`src/design/srpc_pkg.sv`:
```
// Constants and carrier types for the system reset and power control block
package srpc_pkg;
    localparam logic [7:0] REG_GATE_OFS = 8'h00;
    localparam logic [7:0] REG_WDT_OFS = 8'h01;
    localparam logic [7:0] REG_STATUS_OFS = 8'h02;
    localparam int GATE_CONV_BIT = 0;
    localparam int GATE_SERIAL_BIT = 1;
    localparam int GATE_T8_BIT = 2;
    localparam int GATE_T16_BIT = 3;
    localparam int WDT_FLAG_BIT = 7;
    localparam int WDT_IRQEN_BIT = 6;
    localparam int WDT_P3_BIT = 5;
    localparam int WDT_CE_BIT = 4;
    localparam int WDT_EN_BIT = 3;
    localparam logic [3:0] GATE_RST = 4'h0;
    localparam logic [3:0] PRESCALE_RST = 4'h0;
    localparam logic [2:0] BOD_OFF_CODE = 3'h7;
    localparam int CORE_CLK_MHZ = 20;
    localparam int WDT_OSC_KHZ = 128;
    localparam int CE_WINDOW_CYC = 4;
    localparam int WDT_BASE_TICKS = 2048;
    localparam logic [3:0] WDT_LAST_SEL = 4'h9;
    localparam int STRETCH_BASE_US = 4;
    localparam int STRETCH_BASE_CYC = STRETCH_BASE_US * CORE_CLK_MHZ;
    localparam int STRETCH_W = 16;
    localparam int WDT_CNT_W = 20;

    typedef struct packed {
        logic [7:0] addr;
        logic [7:0] wdata;
        logic wr;
        logic rd;
    } srpc_bus_req_type;

    typedef struct packed {
        logic [3:0] gate;
        logic cmp_avail;
        logic core_reset;
        logic port_reset;
        logic stretching;
        logic [STRETCH_W-1:0] stretch_cnt;
        logic fetch_start;
        logic wdt_reset_pulse;
        logic wdt_en;
        logic wdt_irq_en;
        logic wdt_flag;
        logic wdt_ce;
        logic [2:0] ce_cnt;
        logic [3:0] prescale;
        logic [WDT_CNT_W-1:0] wdt_cnt;
        logic wdt_irq;
        logic ref_on;
        logic [7:0] rd_data;
    } srpc_state_type;
endpackage

```
`src/design/srpc_top.sv`:
```
// System reset, watchdog, reference enable and peripheral clock gating
//
// The address-and-strobe port and the register addresses were decided locally.
`timescale 1ns/1ps
`default_nettype none
module srpc_top
    import srpc_pkg::*;
#(
    parameter int STRETCH_CYC = STRETCH_BASE_CYC
) (
    input wire logic core_clk,
    input wire logic rst_b,
    input wire srpc_bus_req_type bus_req,
    output logic [7:0] rd_data,
    input wire logic por_low,
    input wire logic reset_pin_b,
    input wire logic pin_reset_enable,
    input wire logic bod_low,
    input wire logic [2:0] brownout_trigger_fuse,
    input wire logic [1:0] startup_time_fuse,
    input wire logic [3:0] clock_source_fuse,
    input wire logic watchdog_always_on_fuse,
    input wire logic wdt_osc_tick,
    input wire logic wdt_restart,
    input wire logic comparator_bandgap_select,
    input wire logic converter_enable,
    output logic timer16_clock_stop,
    output logic timer8_clock_stop,
    output logic serial_iface_clock_stop,
    output logic converter_clock_stop,
    output logic comparator_usable,
    output logic core_reset,
    output logic port_reset,
    output logic fetch_from_vector,
    output logic wdt_reset_pulse,
    output logic wdt_irq,
    output logic reference_on
);
    srpc_state_type q;
    srpc_state_type d;
    logic src_b;
    logic bod_enabled;
    logic wdt_en_eff;
    logic [STRETCH_W-1:0] target;
    logic [3:0] psel;
    logic [WDT_CNT_W-1:0] limit;
    logic gate_wr;
    logic wdt_wr;
    logic [3:0] wp;

    assign bod_enabled = brownout_trigger_fuse != BOD_OFF_CODE;
    // Level-sensitive sources act without a clock
    assign src_b = rst_b & ~por_low & ~(pin_reset_enable & ~reset_pin_b)
        & ~(bod_enabled & bod_low);
    assign wdt_en_eff = q.wdt_en | watchdog_always_on_fuse;
    assign target = STRETCH_W'(STRETCH_CYC)
        << ({1'b0, startup_time_fuse} + {2'b00, clock_source_fuse[0]});
    assign psel = (q.prescale > WDT_LAST_SEL) ? WDT_LAST_SEL : q.prescale;
    assign limit = (WDT_CNT_W'(WDT_BASE_TICKS) << psel) - WDT_CNT_W'(1);
    assign gate_wr = bus_req.wr && bus_req.addr == REG_GATE_OFS && !q.core_reset;
    assign wdt_wr = bus_req.wr && bus_req.addr == REG_WDT_OFS && !q.core_reset;
    assign wp = {bus_req.wdata[WDT_P3_BIT], bus_req.wdata[2:0]};

    always_comb begin
        d = q;
        d.fetch_start = 1'b0;
        d.wdt_reset_pulse = 1'b0;
        d.rd_data = 8'h00;
        // Reset stretch: starts on source release or after the watchdog pulse
        if (q.wdt_reset_pulse) begin
            d.stretching = 1'b1;
            d.stretch_cnt = '0;
        end else if (q.stretching) begin
            if (q.stretch_cnt == target - STRETCH_W'(1)) begin
                d.stretching = 1'b0;
                d.core_reset = 1'b0;
                d.fetch_start = 1'b1;
            end else begin
                d.stretch_cnt = q.stretch_cnt + STRETCH_W'(1);
            end
        end
        if (q.core_reset) begin
            // Registers stay at initial values while the core is held
            d.gate = GATE_RST;
            d.wdt_en = 1'b0;
            d.wdt_irq_en = 1'b0;
            d.wdt_flag = 1'b0;
            d.wdt_ce = 1'b0;
            d.ce_cnt = '0;
            d.prescale = PRESCALE_RST;
            d.wdt_cnt = '0;
        end else begin
            if (gate_wr) begin
                d.gate = bus_req.wdata[3:0];
            end
            if (q.wdt_ce) begin
                d.ce_cnt = q.ce_cnt + 3'd1;
                if (q.ce_cnt == 3'(CE_WINDOW_CYC - 1)) begin
                    d.wdt_ce = 1'b0;
                end
            end
            if (wdt_wr) begin
                d.wdt_irq_en = bus_req.wdata[WDT_IRQEN_BIT];
                if (bus_req.wdata[WDT_FLAG_BIT]) begin
                    d.wdt_flag = 1'b0;
                end
                if (bus_req.wdata[WDT_CE_BIT] && bus_req.wdata[WDT_EN_BIT]) begin
                    d.wdt_ce = 1'b1;
                    d.ce_cnt = '0;
                    d.wdt_en = 1'b1;
                    if (!watchdog_always_on_fuse) begin
                        d.prescale = wp;
                    end
                end else if (q.wdt_ce) begin
                    // Second step of the timed sequence
                    d.wdt_ce = 1'b0;
                    d.prescale = wp;
                    if (!watchdog_always_on_fuse) begin
                        d.wdt_en = bus_req.wdata[WDT_EN_BIT];
                    end
                end else begin
                    if (!watchdog_always_on_fuse) begin
                        d.prescale = wp;
                        d.wdt_en = q.wdt_en | bus_req.wdata[WDT_EN_BIT];
                    end
                end
            end
            if (wdt_restart || !(wdt_en_eff || q.wdt_irq_en)) begin
                d.wdt_cnt = '0;
            end else if (wdt_osc_tick) begin
                if (q.wdt_cnt == limit) begin
                    d.wdt_cnt = '0;
                    if (q.wdt_irq_en) begin
                        d.wdt_flag = 1'b1;
                        if (wdt_en_eff) begin
                            d.wdt_irq_en = 1'b0;
                        end
                    end else begin
                        d.wdt_reset_pulse = 1'b1;
                        d.core_reset = 1'b1;
                        d.stretching = 1'b0;
                        // Clear the leftover count so the delay starts from zero
                        d.stretch_cnt = '0;
                    end
                end else begin
                    d.wdt_cnt = q.wdt_cnt + WDT_CNT_W'(1);
                end
            end
        end
        d.port_reset = d.core_reset;
        d.cmp_avail = ~d.gate[GATE_CONV_BIT];
        d.wdt_irq = d.wdt_flag & d.wdt_irq_en;
        d.ref_on = bod_enabled | comparator_bandgap_select | converter_enable;
        if (bus_req.rd) begin
            unique case (bus_req.addr)
                REG_GATE_OFS: d.rd_data = {4'h0, q.gate};
                REG_WDT_OFS: d.rd_data = {q.wdt_flag, q.wdt_irq_en, q.prescale[3],
                    q.wdt_ce, wdt_en_eff, q.prescale[2:0]};
                REG_STATUS_OFS: d.rd_data = {5'h00, q.ref_on, q.stretching,
                    watchdog_always_on_fuse};
                default: d.rd_data = 8'h00;
            endcase
        end
    end

    // Any source clears state at once; counter restarts from zero
    always_ff @(posedge core_clk or negedge src_b) begin
        if (!src_b) begin
            q <= '0;
            q.core_reset <= 1'b1;
            q.port_reset <= 1'b1;
            q.stretching <= 1'b1;
            q.cmp_avail <= 1'b1;
        end else begin
            q <= d;
        end
    end

    assign rd_data = q.rd_data;
    assign timer16_clock_stop = q.gate[GATE_T16_BIT];
    assign timer8_clock_stop = q.gate[GATE_T8_BIT];
    assign serial_iface_clock_stop = q.gate[GATE_SERIAL_BIT];
    assign converter_clock_stop = q.gate[GATE_CONV_BIT];
    assign comparator_usable = q.cmp_avail;
    assign core_reset = q.core_reset;
    assign port_reset = q.port_reset;
    assign fetch_from_vector = q.fetch_start;
    assign wdt_reset_pulse = q.wdt_reset_pulse;
    assign wdt_irq = q.wdt_irq;
    assign reference_on = q.ref_on;
endmodule // srpc_top
`default_nettype wire

```
`config.mk`:
```
export PLATFORM = sky130hd
export DESIGN_NAME = srpc_top
export DESIGN_NICKNAME = d
export VERILOG_FILES = /design/src/design/srpc_pkg.sv /design/src/design/srpc_top.sv
export SDC_FILE = /design/constraint.sdc
export NUM_CORES = 1
export LEC_CHECK = 0
export ABC_AREA = 1
export BUFFER_PORTS_ARGS = -buffer_cell sky130_fd_sc_hd__buf_4
export CORE_MARGIN = 2
export CORE_UTILIZATION = 45
export CTS_CLUSTER_DIAMETER = 100
export DETAILED_ROUTE_END_ITERATION = 12
export GPL_TIMING_DRIVEN = 0
export HOLD_SLACK_MARGIN = 0.15
export PLACE_DENSITY_LB_ADDON = 0.25
export SKIP_LAST_GASP = 1
export SYNTH_ARGS = -nofsm -noshare
export SYNTH_HDL_FRONTEND = slang
export SYNTH_SLANG_ARGS = --single-unit
```
`constraint.sdc`:
```
create_clock -name core_clk -period 3.4 [get_ports core_clk]
set_input_delay 0.17 -clock core_clk [delete_from_list [all_inputs] [get_ports core_clk]]
set_output_delay 0.17 -clock core_clk [all_outputs]
set_load 0.01 [all_outputs]
```
== After elaboration in Yosys (flattened, before gate mapping) ==
Index checks and enable logic that the tools add are counted.
Widths: inputs -> output; s select.

* Shift-type cells: 2
* Mux-type cells: 52
* Bitwise operators: 15
* Equal/unequal tests: 7
* Reduce and logical (&&, ||, !) cells: 14
* Add/subtract/negate cells: 6
* Magnitude comparators: 1

{| class="wikitable"
|+ Operator list
! cell !! number
|-
| $mux 17 || 6
|-
| $mux 20 || 3
|-
| $mux 31 || 1
|-
| $mux 4 || 7
|-
| $mux 1 || 25
|-
| $pmux 8 s3 || 1
|-
| $add 20x1->20 const B || 1
|-
| $eq 20x20->1 || 1
|-
| $shl 12x4->20 const A || 1
|-
| $sub 20x2->20 const B || 1
|-
| $mux 18 || 1
|-
| $add 16x1->16 const B || 1
|-
| $eq 16x16->1 || 1
|-
| $mux 16 || 1
|-
| $shl 7x3->16 const A || 1
|-
| $sub 16x1->16 const B || 1
|-
| $mux 11 || 1
|-
| $eq 8x1->1 const B || 1
|-
| $eq 8x2->1 const B || 1
|-
| $logic_not 8->1 || 1
|-
| $mux 2 || 4
|-
| $mux 8 || 1
|-
| $and 1x1->1 || 6
|-
| $logic_and 1x1->1 || 5
|-
| 14 further kinds || 24
|}

* Output and inout bits: 19
* Input port bits: 38
* Logic and storage cells: 115
* Register bits: 66

== Longest topological paths before layout ==
* Depth in word-level cells: 13
* Gate-level depth with buffers: 18
* Depth with buffers taken out: 18

== Worst setup path after synthesis ==
OpenSTA, ideal clock, no wires.

* Path kind: input -> register
* From: input port startup_time_fuse[0]
* To: register q[43] in the netlist's numbering
* Setup time: 0.121 ns
* Path buffers: 1
* Setup slack: 1.137 ns
* Stages: 14
* Arrival time: 2.142 ns
* Required time: 3.279 ns
* Path through: ha_1 -> ha_1 -> inv_1 -> nand2_1 -> ha_1 -> xor2_1 -> nand2_1 -> nor2_1 -> nand3_1 -> nor2_1 -> nor2_4 -> buf_6 -> xnor2_1 -> nor2_2

{| class="wikitable"
|+ RTL lines
! what !! RTL line !! text
|-
| start: declaration || srpc_top.sv:20 || <nowiki>input wire logic [1:0] startup_time_fuse,</nowiki>
|-
| end: declaration || srpc_top.sv:39 || <nowiki>srpc_state_type q;</nowiki>
|}

==> impl_metrics.ini <==
[yosys]
synth_area_sq_um = 4280
synthArstFlopShare_pct = 100
netlist_top_cells_area = dfrtp_1 (37%), nand2_1 (13%), inv_1 (7.8%), nand3_1 (6.2%), xor2_1 (5.1%)
synth_edf_count = 0
synth_cell_types = 42
synthCells = 582
synth_commonest_cells = nand2_1 (144), inv_1 (89), dfrtp_1 (63), nand3_1 (53), nor2_1 (50)
ys_ff_latch = 66
synth_largest_area_cell = dfrtp_1
synth_most_common_cell = nand2_1
ys_warn_count = 0
synth_ff_type = dfrtp_1
yosysSeqAreaShare_pct = 38.7
syn_nets = 628
syn_avg_cell_area_sq_um = 7.35
synth_top_area_share_pct = 36.8

[critical_path]
critPathCaptureType = flip-flop
required_ns = 3.63
reg2regPathDepth = 13
cp-start-kind = flip-flop
cp_data_arrival_time_ns = 2.64
criticalPathCategory = flip-flop to flip-flop
cp_max_fo = 10

[layout]
drive_above_1_share_pct = 17.6
area_delta_synth_final_pct = 20.1
n_antenna_cell = 0
fin_nets = 704
seq_area_sq_um = 1660
multi_input_area_sq_um = 2140
fillCellCount = 869
final_util_pct = 55.6

[clock_network]
clk_latency_ns = 0.34
clk_pin_slew_worst_paths_ns = 0.08
clockRootBuffer = clkbuf_8
clock_path_buffers = 2
post_cts_buffers = 0
cts_tree = yes
htreeDepth = 3
numCtsBuffers = 9
cts.sinks = 66

[job]
max_cap_violations = 0

[sta]
slew_headroom_pct = 42.9
tightest_slew_ns = 0.849
drv_slew = 0
period_needed_ns = 2.41
finalSetupViolations = 0
holdWs_ns = 0.175
finalHoldViolations = 0
skew_ns = 0.0133
max_clock_freq_mhz = 415
tns_ns = 0
period_share_pct = 70.8
rsz0062_at_grt = false

[routing]
vias = 4043
final_antenna_net_count = 0
wl_um = 10500
via_per_inst = 5.10
first_iter_violations = 240
dr.pass1.iters = 6
wl_per_cell_um = 13.2
drc = 0

[power]
power_leakage_nw = 2.53
power_density_nw_per_um2 = 440
ir_drop_mv = 0.329

[floorplan]
core_region_area_sq_um = 9240
die_w_um = 102
die_h_um = 102
io_pins = 57
fp-row-count = 35
die-area_sq_um = 10300
floorplan.initialDensity_pct = 46.3

[hold_path]
hold_path_class = input port to flip-flop
min_path_cells = 4

[global_routing]
grt_pass1_vias = 3862
grt_pass1_wl_um = 17700
antenna_found_initial = 0
met3_usage_pct = 2.97
busiest_layer = met2
grt_use_total_pct = 21.6
use_met2_pct = 35.8
grt_max_degree = 43
met1_usage_pct = 28.7
gr-total-overflow = 0

[placement]
io_buffers = 53
hpwlAfterDp_um = 7870
place_congestion = 0.882

[outcome]
status = complete, no violations
critical path, stage by stage, from the launching register on:
cell and delay (ns):
dfrtp_1 0.38, buf_6 0.14, nor2_1 0.21, nand2_1 0.11
ha_1 0.33, a22oi_1 0.19, nand3_1 0.10, nor2_2 0.13
nand3_2 0.11, nor2_4 0.13, nand4_4 0.12, nand2_4 0.16
buf_12 0.15, nor2_2 0.04
worst paths after layout:
check                                                 to         startpoint  slack (ns)
min reg2reg                              q[36]$_DFF_PN0_    q[36]$_DFF_PN0_        0.53
max reg2reg                              q[43]$_DFF_PN0_  q[33]$_DFFE_PN0P_        0.99
max                                      q[43]$_DFF_PN0_  q[33]$_DFFE_PN0P_        0.99
max in group asynchronous           port_reset$_DFF_PN1_              rst_b        1.60
min in group asynchronous  timer8_clock_stop$_DFFE_PN0P_            bod_low        0.63
min                                 rd_data[3]$_DFF_PN0_        bus_req[10]        0.18
repair_timing:
action | 4_1_cts | 5_1_grt
gates resized for setup | 0 | 0
hold buffers | 11 | 0
hold endpoints to repair | 37 | 0
state kept, by name, summed over array words and instances, names as in the netlist:
| signal | count |
|---|---|
| comparator_usable | 1 |
| port_reset | 1 |
| wdt_reset_pulse | 1 |
| fetch_from_vector | 1 |
| rd_data | 8 |
| q | 48 |
| converter_clock_stop | 1 |
| reference_on | 1 |
| timer16_clock_stop | 1 |
| wdt_irq | 1 |
| timer8_clock_stop | 1 |
| serial_iface_clock_stop | 1 |
routing by layer:
layer / part of all wire [%] / wire (um)
met1: 45 / 4760
met2: 49 / 5140
met3: 4.0 / 423
met4: 1.5 / 161
met5: 0 / 0
kinds of logic after synthesis:
kind of cell	Yosys count	share of synthesized area [%]
AO/OA/AOI/OAI	63	8.86
XOR/XNOR	30	6.14
adder cells (fa/ha/maj)	8	2.34
buffers and inverters	110	11.4
flip-flops	66	38.7
AND/OR/NAND/NOR	305	32.6
metrics by stage:
stage,std cells,total power (W),cell area [sq um],setup slack [ns]
after floorplan,582,0.00148,4280,1.14
after global placement,764,0.00164,4840,0.459
after detailed placement,765,0.00167,4860,0.700
after CTS,792,0.00227,5140,0.983
after global routing,792,0.00242,5140,0.756
final,792,0.00226,5140,0.991
power breakdown:
part	switching, W	leakage [nW]	internal [W]
registers	0.0000979	0.880	0.000881
clock network	0.000323	0.0810	0.000261
logic	0.000429	1.57	0.000269
cells in the final DEF (no fill, tap or decap), types with 3 or more instances in the layout:
| master | instances |
|---|---|
| clkinv_2 | 3 |
| ha_1 | 8 |
| nor2_1 | 50 |
| o21ai_0 | 22 |
| xnor2_1 | 5 |
| clkinvlp_4 | 3 |
| clkbuf_8 | 9 |
| nor2_2 | 11 |
| buf_4 | 62 |
| xor2_1 | 25 |
| nand2_1 | 144 |
| nand4_1 | 8 |
| inv_1 | 88 |
| nor2_4 | 4 |
| buf_6 | 3 |
| a21oi_1 | 7 |
| o22ai_1 | 20 |
| nand3_1 | 53 |
| dfstp_2 | 3 |
| inv_2 | 3 |
| dfrtp_1 | 63 |
| nor3_1 | 21 |
| dlygate4sd3_1 | 11 |
| clkbuf_1 | 3 |
| nor4_1 | 3 |
| o221ai_1 | 3 |
final cells by class:
type / instances / area share, %
Tap cell: 129 / 3.14
Sequential cell: 66 / 32.2
Multi-Input combinational cell: 406 / 41.6
Buffer: 19 / 2.87
Timing Repair Buffer: 65 / 10.3
Inverter: 91 / 6.65
Clock buffer: 9 / 2.41
Clock inverter: 7 / 0.901
(Power assumes the default switching activity.)
